## config.mk

```make
export PLATFORM = sky130hd
export DESIGN_NAME = iepb_top
export DESIGN_NICKNAME = d
export VERILOG_FILES = /design/src/shared/iepb_pkg.sv /design/src/design/iepb_arb.sv /design/src/design/iepb_isr.sv /design/src/design/iepb_top.sv
export SDC_FILE = /design/constraint.sdc
export NUM_CORES = 1
export LEC_CHECK = 0
export ABC_CLOCK_PERIOD_IN_PS = 21200
export BUFFER_PORTS_ARGS = -buffer_cell sky130_fd_sc_hd__buf_2
export CAP_MARGIN = 20
export CORE_AREA = 10 10 104 106
export CTS_CLUSTER_DIAMETER = 40
export DETAILED_ROUTE_END_ITERATION = 6
export DIE_AREA = 0 0 114 116
export PLACE_DENSITY_LB_ADDON = 0.15
export SLEW_MARGIN = 30
export SYNTH_ARGS = -nofsm -noshare
export SYNTH_HDL_FRONTEND = slang
export SYNTH_SLANG_ARGS = --single-unit
```

## constraint.sdc

```tcl
create_clock -name clock_in -period 21.2 [get_ports clock_in]
set_input_delay 3.18 -clock clock_in [delete_from_list [all_inputs] [get_ports clock_in]]
set_output_delay 3.18 -clock clock_in [all_outputs]
set_load 0.02 [all_outputs]
```

## src/shared/iepb_pkg.sv

```systemverilog
// Constants, types and field layout shared by the interrupt enable and priority bank.
package iepb_pkg;

    // Register addresses on the special function register bus.
    localparam logic [7:0] ADDR_EN0 = 8'ha8;
    localparam logic [7:0] ADDR_EN1 = 8'hb1;
    localparam logic [7:0] ADDR_PL1 = 8'hb2;
    localparam logic [7:0] ADDR_PH1 = 8'hb3;
    localparam logic [7:0] ADDR_PH0 = 8'hb7;
    localparam logic [7:0] ADDR_PL0 = 8'hb8;

    // Reset value and reserved-bit masks.
    localparam logic [7:0] REG_RESET = 8'h00;
    localparam logic [7:0] G1_RSVD_MASK = 8'ha0;
    localparam logic [7:0] G0_PRIO_RSVD_MASK = 8'h80;

    // Field positions.
    localparam int GATE_BIT = 7;
    localparam int G0_SRC_W = 7;
    localparam int G1_LOW_W = 5;
    localparam int G1_USB_BIT = 6;
    localparam int NUM_SRC = 13;

    // Sources in polling order, first entry wins a tie.
    typedef enum logic [3:0] {
        SRC_EXT0, SRC_TIMER0, SRC_EXT1, SRC_TIMER1, SRC_UART, SRC_DECODER,
        SRC_AUDIO, SRC_CARD, SRC_TWOWIRE, SRC_SPI, SRC_CONVERTER, SRC_KEYPAD, SRC_USB
    } iepb_src_e;

    typedef logic [1:0] iepb_level_t;

    // One access from the core to the register bank.
    typedef struct packed {
        logic [7:0] addr;
        logic [7:0] wdata;
        logic wr;
        logic rd;
    } iepb_sfr_req_s;

    // Request offered to the core.
    typedef struct packed {
        logic valid;
        iepb_src_e source;
        iepb_level_t level;
    } iepb_grant_s;

endpackage

```

## src/design/iepb_arb.sv

```systemverilog
// Picks the best eligible pending source by level, then by polling order.
`timescale 1ns/10ps
`default_nettype none

module iepb_arb #(
    parameter int NUM_SRC = 13
) (
    // Pending sources and their levels.
    input wire logic [NUM_SRC-1:0] pend_in,
    input wire iepb_pkg::iepb_level_t [NUM_SRC-1:0] level_in,
    // Level of the handler now running.
    input wire logic floor_valid_in,
    input wire iepb_pkg::iepb_level_t floor_level_in,
    // Chosen request.
    output var iepb_pkg::iepb_grant_s grant_out
);

    // The source code is four bits wide.
    if (NUM_SRC < 1 || NUM_SRC > 16) begin : g_bad_count
        $error("iepb_arb: source count must lie in 1..16");
    end

    // Scan in polling order; a strict compare keeps the earlier source on a tie.
    always_comb begin
        grant_out = '0;
        for (int i = 0; i < NUM_SRC; i++) begin
            if (pend_in[i] && (!floor_valid_in || level_in[i] > floor_level_in)
                && (!grant_out.valid || level_in[i] > grant_out.level)) begin
                grant_out.valid = 1'b1;
                grant_out.source = iepb_pkg::iepb_src_e'(i[3:0]);
                grant_out.level = level_in[i];
            end
        end
    end

endmodule

`default_nettype wire

```

## src/design/iepb_isr.sv

```systemverilog
// Tracks which priority levels have a handler in service.
`timescale 1ns/10ps
`default_nettype none

module iepb_isr #(
    parameter int NUM_LEVELS = 4
) (
    // Clock and synchronous reset.
    input wire logic clock_in,
    input wire logic reset_in,
    // Vector taken and handler return.
    input wire logic push_in,
    input wire iepb_pkg::iepb_level_t push_level_in,
    input wire logic pop_in,
    // Highest level in service.
    output logic active_out,
    output iepb_pkg::iepb_level_t level_out
);

    // The level type is two bits wide.
    if (NUM_LEVELS < 2 || NUM_LEVELS > 4) begin : g_bad_levels
        $error("iepb_isr: level count must lie in 2..4");
    end

    logic [NUM_LEVELS-1:0] busy_reg;
    logic [NUM_LEVELS-1:0] busy_next;

    // The highest busy level is the one that a return ends.
    always_comb begin
        active_out = |busy_reg;
        level_out = '0;
        for (int l = 0; l < NUM_LEVELS; l++) begin
            if (busy_reg[l]) begin
                level_out = iepb_pkg::iepb_level_t'(l);
            end
        end
        busy_next = busy_reg;
        if (pop_in) begin
            busy_next[level_out] = 1'b0;
        end
        if (push_in) begin
            busy_next[push_level_in] = 1'b1;
        end
    end

    // Nested levels stay marked until their own return.
    always_ff @(posedge clock_in) begin
        if (reset_in) begin
            busy_reg <= '0;
        end else begin
            busy_reg <= busy_next;
        end
    end

endmodule

`default_nettype wire

```

## src/design/iepb_top.sv

```systemverilog
// Interrupt enable and priority register bank with request arbitration.
`timescale 1ns/10ps
`default_nettype none

module iepb_top (
    // Clock and synchronous reset.
    input wire logic clock_in,
    input wire logic reset_in,
    // Special function register access from the core.
    input wire iepb_pkg::iepb_sfr_req_s sfr_req_in,
    output logic [7:0] sfr_rdata_out,
    output logic sfr_hit_out,
    // Requests from the peripherals, in polling order.
    input wire logic [iepb_pkg::NUM_SRC-1:0] irq_req_in,
    // Vector handshake with the core.
    input wire logic irq_ack_in,
    input wire logic irq_reti_in,
    output var iepb_pkg::iepb_grant_s irq_grant_out
);

    localparam int NSRC = iepb_pkg::NUM_SRC;

    // Fields of the bus request.
    logic [7:0] addr_w;
    logic [7:0] wdata_w;
    logic wr_w;
    logic rd_w;

    assign addr_w = sfr_req_in.addr;
    assign wdata_w = sfr_req_in.wdata;
    assign wr_w = sfr_req_in.wr;
    assign rd_w = sfr_req_in.rd;

    // Register bank.
    logic [7:0] en0_reg;
    logic [7:0] en1_reg;
    logic [7:0] ph0_reg;
    logic [7:0] pl0_reg;
    logic [7:0] ph1_reg;
    logic [7:0] pl1_reg;

    // Read port flip-flops.
    logic [7:0] rdata_reg;
    logic [7:0] rdata_next;
    logic hit_reg;
    logic hit_next;

    // Request offered to the core.
    iepb_pkg::iepb_grant_s grant_reg;
    iepb_pkg::iepb_grant_s grant_w;

    // Per-source views of the bank, in polling order.
    logic [NSRC-1:0] en_vec;
    logic [NSRC-1:0] ph_vec;
    logic [NSRC-1:0] pl_vec;
    logic [NSRC-1:0] pend_w;
    iepb_pkg::iepb_level_t [NSRC-1:0] level_w;

    // In-service state.
    logic run_active_w;
    iepb_pkg::iepb_level_t run_level_w;

    // Spreads the two group registers over the polling order.
    // Group 1 skips its reserved bit 5, so usb lands after keypad.
    function automatic logic [NSRC-1:0] gather(
        input logic [7:0] g0,
        input logic [7:0] g1
    );
        gather = {g1[iepb_pkg::G1_USB_BIT],
                  g1[iepb_pkg::G1_LOW_W-1:0],
                  g0[iepb_pkg::G0_SRC_W-1:0]};
    endfunction

    // Enable register 0 holds the gate and the group 0 enables.
    always_ff @(posedge clock_in) begin
        if (reset_in) begin
            en0_reg <= iepb_pkg::REG_RESET;
        end else if (wr_w && addr_w == iepb_pkg::ADDR_EN0) begin
            en0_reg <= wdata_w;
        end
    end

    // Enable register 1; reserved bits never store a one.
    always_ff @(posedge clock_in) begin
        if (reset_in) begin
            en1_reg <= iepb_pkg::REG_RESET;
        end else if (wr_w && addr_w == iepb_pkg::ADDR_EN1) begin
            en1_reg <= wdata_w & ~iepb_pkg::G1_RSVD_MASK;
        end
    end

    // Group 0 priority-high bits; bit 7 is dropped so it reads zero.
    always_ff @(posedge clock_in) begin
        if (reset_in) begin
            ph0_reg <= iepb_pkg::REG_RESET;
        end else if (wr_w && addr_w == iepb_pkg::ADDR_PH0) begin
            ph0_reg <= wdata_w & ~iepb_pkg::G0_PRIO_RSVD_MASK;
        end
    end

    // Group 0 priority-low bits.
    always_ff @(posedge clock_in) begin
        if (reset_in) begin
            pl0_reg <= iepb_pkg::REG_RESET;
        end else if (wr_w && addr_w == iepb_pkg::ADDR_PL0) begin
            pl0_reg <= wdata_w & ~iepb_pkg::G0_PRIO_RSVD_MASK;
        end
    end

    // Group 1 priority-high bits.
    always_ff @(posedge clock_in) begin
        if (reset_in) begin
            ph1_reg <= iepb_pkg::REG_RESET;
        end else if (wr_w && addr_w == iepb_pkg::ADDR_PH1) begin
            ph1_reg <= wdata_w & ~iepb_pkg::G1_RSVD_MASK;
        end
    end

    // Group 1 priority-low bits.
    always_ff @(posedge clock_in) begin
        if (reset_in) begin
            pl1_reg <= iepb_pkg::REG_RESET;
        end else if (wr_w && addr_w == iepb_pkg::ADDR_PL1) begin
            pl1_reg <= wdata_w & ~iepb_pkg::G1_RSVD_MASK;
        end
    end

    // Read decode; an unmapped address answers zero with no hit.
    always_comb begin
        rdata_next = iepb_pkg::REG_RESET;
        hit_next = 1'b1;
        if (addr_w == iepb_pkg::ADDR_EN0) begin
            rdata_next = en0_reg;
        end else if (addr_w == iepb_pkg::ADDR_EN1) begin
            rdata_next = en1_reg;
        end else if (addr_w == iepb_pkg::ADDR_PH0) begin
            rdata_next = ph0_reg;
        end else if (addr_w == iepb_pkg::ADDR_PL0) begin
            rdata_next = pl0_reg;
        end else if (addr_w == iepb_pkg::ADDR_PH1) begin
            rdata_next = ph1_reg;
        end else if (addr_w == iepb_pkg::ADDR_PL1) begin
            rdata_next = pl1_reg;
        end else begin
            hit_next = 1'b0;
        end
    end

    // Read data is held until the next read so a slow core can sample late.
    always_ff @(posedge clock_in) begin
        if (reset_in) begin
            rdata_reg <= iepb_pkg::REG_RESET;
            hit_reg <= 1'b0;
        end else begin
            hit_reg <= rd_w && hit_next;
            if (rd_w) begin
                rdata_reg <= rdata_next;
            end
        end
    end

    assign sfr_rdata_out = rdata_reg;
    assign sfr_hit_out = hit_reg;

    // Requests pass only through an open gate and their own enable.
    assign en_vec = gather(en0_reg, en1_reg);
    assign ph_vec = gather(ph0_reg, ph1_reg);
    assign pl_vec = gather(pl0_reg, pl1_reg);
    assign pend_w = irq_req_in & en_vec & {NSRC{en0_reg[iepb_pkg::GATE_BIT]}};

    // Each level is its high bit over its low bit.
    always_comb begin
        for (int i = 0; i < NSRC; i++) begin
            level_w[i] = {ph_vec[i], pl_vec[i]};
        end
    end

    // Levels already in service act as the floor for new requests.
    iepb_isr #(
        .NUM_LEVELS(4)
    ) u_isr (
        .clock_in(clock_in),
        .reset_in(reset_in),
        .push_in(irq_ack_in && grant_reg.valid),
        .push_level_in(grant_reg.level),
        .pop_in(irq_reti_in),
        .active_out(run_active_w),
        .level_out(run_level_w)
    );

    // Arbitration between the eligible sources.
    iepb_arb #(
        .NUM_SRC(NSRC)
    ) u_arb (
        .pend_in(pend_w),
        .level_in(level_w),
        .floor_valid_in(run_active_w),
        .floor_level_in(run_level_w),
        .grant_out(grant_w)
    );

    // The offer drops for one cycle after it is taken, so the floor can
    // catch up before the next offer; this costs one cycle of latency.
    always_ff @(posedge clock_in) begin
        if (reset_in) begin
            grant_reg <= '0;
        end else if (irq_ack_in) begin
            grant_reg <= '0;
        end else begin
            grant_reg <= grant_w;
        end
    end

    assign irq_grant_out = grant_reg;

    // Helper state that only the checks below read.
    logic [NSRC-1:0] en_seen_reg;
    logic [NSRC-1:0] ph_seen_reg;
    logic [NSRC-1:0] pl_seen_reg;
    logic better_w;

    // Any eligible source that should have beaten the chosen one.
    always_comb begin
        better_w = 1'b0;
        for (int i = 0; i < NSRC; i++) begin
            if (pend_w[i] && (!run_active_w || level_w[i] > run_level_w)) begin
                if (!grant_w.valid || level_w[i] > grant_w.level
                    || (level_w[i] == grant_w.level && i < int'(grant_w.source))) begin
                    better_w = 1'b1;
                end
            end
        end
    end

    // Snapshot of the views that each offer was computed from.
    always_ff @(posedge clock_in) begin
        en_seen_reg <= en_vec;
        ph_seen_reg <= ph_vec;
        pl_seen_reg <= pl_vec;
    end

    // A closed gate never lets an offer out.
    chk_gate_blocks: assert property (@(posedge clock_in) disable iff (reset_in)
        !en0_reg[iepb_pkg::GATE_BIT] |=> !irq_grant_out.valid)
        else $error("offer made while the master gate was closed");

    // Every offer belongs to a source that was enabled.
    chk_source_enabled: assert property (@(posedge clock_in) disable iff (reset_in)
        irq_grant_out.valid |-> en_seen_reg[irq_grant_out.source])
        else $error("offer made for a disabled source");

    // Enable register 0 reads back what was written.
    chk_en0_readback: assert property (@(posedge clock_in) disable iff (reset_in)
        (wr_w && addr_w == iepb_pkg::ADDR_EN0)
        ##1 (rd_w && !wr_w && addr_w == iepb_pkg::ADDR_EN0)
        |=> sfr_rdata_out == $past(wdata_w, 2) && sfr_hit_out)
        else $error("enable register 0 readback mismatch");

    // Enable register 1 reads back the written bits outside the reserved ones.
    chk_en1_readback: assert property (@(posedge clock_in) disable iff (reset_in)
        (wr_w && addr_w == iepb_pkg::ADDR_EN1)
        ##1 (rd_w && !wr_w && addr_w == iepb_pkg::ADDR_EN1)
        |=> sfr_rdata_out == ($past(wdata_w, 2) & ~iepb_pkg::G1_RSVD_MASK))
        else $error("enable register 1 readback mismatch");

    // Reserved group 1 bits read as zero.
    chk_g1_rsvd_zero: assert property (@(posedge clock_in) disable iff (reset_in)
        rd_w && (addr_w == iepb_pkg::ADDR_EN1 || addr_w == iepb_pkg::ADDR_PH1
                 || addr_w == iepb_pkg::ADDR_PL1)
        |=> (sfr_rdata_out & iepb_pkg::G1_RSVD_MASK) == 8'h00)
        else $error("reserved group 1 bit read as one");

    // Reserved group 0 priority bit reads as zero here.
    chk_g0_rsvd_zero: assert property (@(posedge clock_in) disable iff (reset_in)
        rd_w && (addr_w == iepb_pkg::ADDR_PH0 || addr_w == iepb_pkg::ADDR_PL0)
        |=> (sfr_rdata_out & iepb_pkg::G0_PRIO_RSVD_MASK) == 8'h00)
        else $error("reserved group 0 priority bit read as one");

    // Priority-high 0 reads back its written bits.
    chk_ph0_readback: assert property (@(posedge clock_in) disable iff (reset_in)
        (wr_w && addr_w == iepb_pkg::ADDR_PH0)
        ##1 (rd_w && !wr_w && addr_w == iepb_pkg::ADDR_PH0)
        |=> sfr_rdata_out == ($past(wdata_w, 2) & ~iepb_pkg::G0_PRIO_RSVD_MASK))
        else $error("priority-high 0 readback mismatch");

    // Priority-low 0 reads back its written bits.
    chk_pl0_readback: assert property (@(posedge clock_in) disable iff (reset_in)
        (wr_w && addr_w == iepb_pkg::ADDR_PL0)
        ##1 (rd_w && !wr_w && addr_w == iepb_pkg::ADDR_PL0)
        |=> sfr_rdata_out == ($past(wdata_w, 2) & ~iepb_pkg::G0_PRIO_RSVD_MASK))
        else $error("priority-low 0 readback mismatch");

    // Priority-high 1 reads back its written bits.
    chk_ph1_readback: assert property (@(posedge clock_in) disable iff (reset_in)
        (wr_w && addr_w == iepb_pkg::ADDR_PH1)
        ##1 (rd_w && !wr_w && addr_w == iepb_pkg::ADDR_PH1)
        |=> sfr_rdata_out == ($past(wdata_w, 2) & ~iepb_pkg::G1_RSVD_MASK))
        else $error("priority-high 1 readback mismatch");

    // Priority-low 1 reads back its written bits.
    chk_pl1_readback: assert property (@(posedge clock_in) disable iff (reset_in)
        (wr_w && addr_w == iepb_pkg::ADDR_PL1)
        ##1 (rd_w && !wr_w && addr_w == iepb_pkg::ADDR_PL1)
        |=> sfr_rdata_out == ($past(wdata_w, 2) & ~iepb_pkg::G1_RSVD_MASK))
        else $error("priority-low 1 readback mismatch");

    // The offered level is the source's high bit over its low bit.
    chk_level_form: assert property (@(posedge clock_in) disable iff (reset_in)
        irq_grant_out.valid |-> irq_grant_out.level
            == {ph_seen_reg[irq_grant_out.source], pl_seen_reg[irq_grant_out.source]})
        else $error("offered level does not match the priority bits");

    // A handler in service is preempted only from a strictly higher level.
    chk_preempt_above: assert property (@(posedge clock_in) disable iff (reset_in)
        irq_grant_out.valid && $past(run_active_w)
        |-> irq_grant_out.level > $past(run_level_w))
        else $error("offer at or below the level in service");

    // No eligible source outranked the one offered.
    chk_best_chosen: assert property (@(posedge clock_in) disable iff (reset_in)
        irq_grant_out.valid |-> !$past(better_w))
        else $error("offer lost to level or polling order");

    // After reset the bank is clear and nothing is offered.
    chk_reset_clear: assert property (@(posedge clock_in)
        $past(reset_in) && !reset_in |-> en0_reg == 8'h00 && en1_reg == 8'h00
            && ph0_reg == 8'h00 && pl0_reg == 8'h00 && ph1_reg == 8'h00
            && pl1_reg == 8'h00 && !irq_grant_out.valid)
        else $error("bank not clear after reset");

endmodule

`default_nettype wire

```

==> impl_results.md <==
* Outcome: finished clean
* Maxcap violations at 0
* Largest family of logic cells by synthesized area: simple AND/OR/NAND/NOR gates
* Yosys reg bits at 60
* Vias in the first global route at roughly 4400
* CTS buffer count at 9
* R2R Setup Slk at 4.62 ns
* PD cells at 46.0 nW/µm²
* YS warnings at 0
* GRT Util Overall at 0.209
* Initial DRC count at approximately 330
* Mean Syn Cell Area at 7.76 µm²
* Buf/Inv on CP at 4
* Setup Viol. Count Final at 0
* Synth Area in Compound Gates at 0.234
* Overall die area at 13200 µm²
* Worst endpoint required time at 21.43 ns
* Initial core utilization at 0.531
* Primary FF master, synth: dfxtp_1
* EDFF count, synth at 0
* TritonCTS Sinks at 60
* Worst EP arrival at about 18 ns
* # diodes at 0
* Startpoint types: input port
* Netlist cell types at 66
* Hold violation count in the final report at 0
* Layout cells sized above 1 at 0.159
* Final Skew at 0.0154 ns
* Buffers on Ports at 50
* Delay-heaviest family, CP: compound AO/OA/AOI/OAI gates
* Global-route wire length before repair at approximately 22 mm
* Worst-path clk slew at about 0.07 ns
* Layout Nets at a little over 700
* Area growth syn-to-layout at 11.4%
* Routed Antenna Nets at 0
* # DRC at 0
* Ports at just over 50
* Critical Path Sink Type: flip-flop
* Final cell count without fillers at 748
* Row count at 34
* Total gr overflow at 0
* Most frequent cell after synthesis: nand2_1
* Max FO, Critical Path at 7
* Minimum clock period at roughly 18 ns
* Slowest CP cell: o21ai_1
* Initial antenna violation count at 0
* Post-synthesis mux area share at 0.0745
* RSZ-0062 raised after global routing: false
* Hold_sp: sfr_rdata_out[7]
* Synth area leaders: dfxtp_1 26%, ha_1 13%, mux2i_1 6.3%, nand2_1 6.2%, a21oi_1 5.7%
* Synth Area in XOR/XNOR at 0
* Post-CTS Setup Repair Bufs at 0
* Clk root buf: clkbuf_8
* Clock buffer depth at 2
* Commonest cells in the netlist: 76 x nand2_1, 65 x nor2_1, 60 x dfxtp_1
* Setup TNS at 0 ns
* Synth Area in Simple Gates at 0.259
* Vias at 4504
* Number of hold buffers added after cts at 0
* First-pass iteration count of the detailed router at 5
* Die Width at between 100 and 150 µm
* RR Endpoint: irq_grant_out[0]
* Die height at roughly 120 µm
* Period utilization at 0.859
* Mapped Area at roughly 4600 µm²
* Worst Reg-to-Reg Cells at 86
* Seq/Total Area, Yosys at 0.261
* Slew margin rel. at 0.427
* Fmax at about 55 MHz
* Vias/cell at approximately 6
* Yosys top cell by area: dfxtp_1
* Leakage power at between 0.002 and 0.0025 µW
* FFs w/ async S/R, synth at 0
* Core Footprint at 8680 µm²
* Post-DP HPWL at roughly 11 mm
* Avg WL per Cell at about 18 µm
* Gpl congestion at a little under 1
* Most used cell, CP: ha_1
* WHS Endpoint: sfr_rdata_out[7]
* H-tree depth at 3
* Largest net degree at the start of global routing at 56
* Max-slew violation count at 0
* CTS tree: done
* Mapped Cells at just under 600
* Placed inst area at roughly 5000 µm²
* Post-synthesis adder-cell area fraction at 0.128
* Layout Cell Area excl Fill at 5130 µm²
* Post-cts resize count at 0
* Worst-Margin Slew at approximately 0.86 ns
* Worst r2r src: u_isr.busy_reg[2]
* Maximum vdd drop at ~0.029 mV
* Hold depth at 2
* Hold Path Class: flip-flop to flip-flop
* Clock Latency Late Sink at 0.35 ns
* Syn nets at around 680
* Top cell type's share of synthesized area at 0.261
* DRT Wirelength at 13.7 mm
* Critical Path Max Stage Delay at slightly above 0.4 ns
* WS Path Type: input port to flip-flop
* DP Cell Count at 733
worst register-to-register path, delay by kind of cell, from the launching register on:
family	cells	cell delay, ns
AO/OA/AOI/OAI	40	7.39
adder cells (fa/ha/maj)	13	3.51
AND/OR/NAND/NOR	24	3.26
multiplexers	4	1.39
flip-flops	1	0.46
buffers and inverters	5	0.46
per-stage QoR:
stage	hold WS, ns	worst slack (ns)	total power, µW	util
6_report	0.475	3.00	236	0.591
5_1_grt	0.508	1.77	243	0.591
4_1_cts	0.472	3.13	237	0.591
3_5_place_dp	0.462	2.83	129	0.567
3_3_place_gp	0.453	3.41	129	0.567
2_1_floorplan	0.449	4.53	123	-
logic make-up after synthesis:
kind of cell,Yosys count
compound gates,159
fa+ha+maj,47
buf+inv,50
flops,60
mux,33
simple gates,244
power breakdown:
part           switching (µW)  total [µW]  internal, µW
clock                    45.7         109          63.3
combinational            8.97        13.4          4.38
sequential              0.528         114           113
total                    55.2         236           181
metal layers:
metal | wire length [µm] | global-route usage | share of wire | up-vias
li1 | - | - | - | 2219
met1 | 5880 | 0.256 | 0.43 | 2136
met2 | 6680 | 0.353 | 0.49 | 129
met3 | 888 | 0.0512 | 0.065 | 20
met4 | 225 | 0.0677 | 0.016 | 0
met5 | 0 | 0 | 0 | -
cell type report:
class | instances | area, µm²
inverter | 29 | 109
clock inverter | 3 | 45.0
tap | 108 | 135
clock buffer | 12 | 165
sequential | 60 | 1200
fill | 811 | 3550
multi-input combinational | 483 | 3200
timing repair buffer | 53 | 275
worst max-delay path by stage:
stage	slack [ns]	endpoint	startpoint	depth (start not counted)
after global routing	1.77	irq_grant_out[5]	irq_req_in[0]	82
final	3.00	irq_grant_out[0]	irq_req_in[0]	82
after CTS	3.13	irq_grant_out[0]	irq_req_in[0]	82
after detailed placement	2.83	irq_grant_out[5]	irq_req_in[0]	82
after floorplan	4.53	irq_grant_out[0]	irq_req_in[0]	82
after global placement	3.41	irq_grant_out[0]	irq_req_in[0]	82
layout by cell type (no fill, tap or decap), drive strengths merged, types with 3 or more instances in the layout:
| master | netlist | routed |
|---|---|---|
| dfxtp | 60 | 60 |
| a211oi | 7 | 7 |
| nand2 | 79 | 79 |
| o211a | 3 | 3 |
| mux2i | 29 | 29 |
| nand3b | 4 | 4 |
| clkbuf | 18 | 12 |
| nand3 | 34 | 34 |
| inv | 29 | 29 |
| a311oi | 6 | 6 |
| a22oi | 9 | 9 |
| nand4 | 3 | 3 |
| o21ai | 37 | 37 |
| nor3 | 10 | 10 |
| nor2b | 24 | 24 |
| and3 | 5 | 5 |
| a31oi | 4 | 4 |
| mux2 | 4 | 4 |
| nor2 | 66 | 66 |
| ha | 47 | 47 |
| o22ai | 3 | 3 |
| buf | 3 | 53 |
| and2 | 7 | 7 |
| o211ai | 7 | 7 |
| a21oi | 57 | 57 |
| a21o | 6 | 6 |
Note: power is estimated with default switching activity, not from simulation.
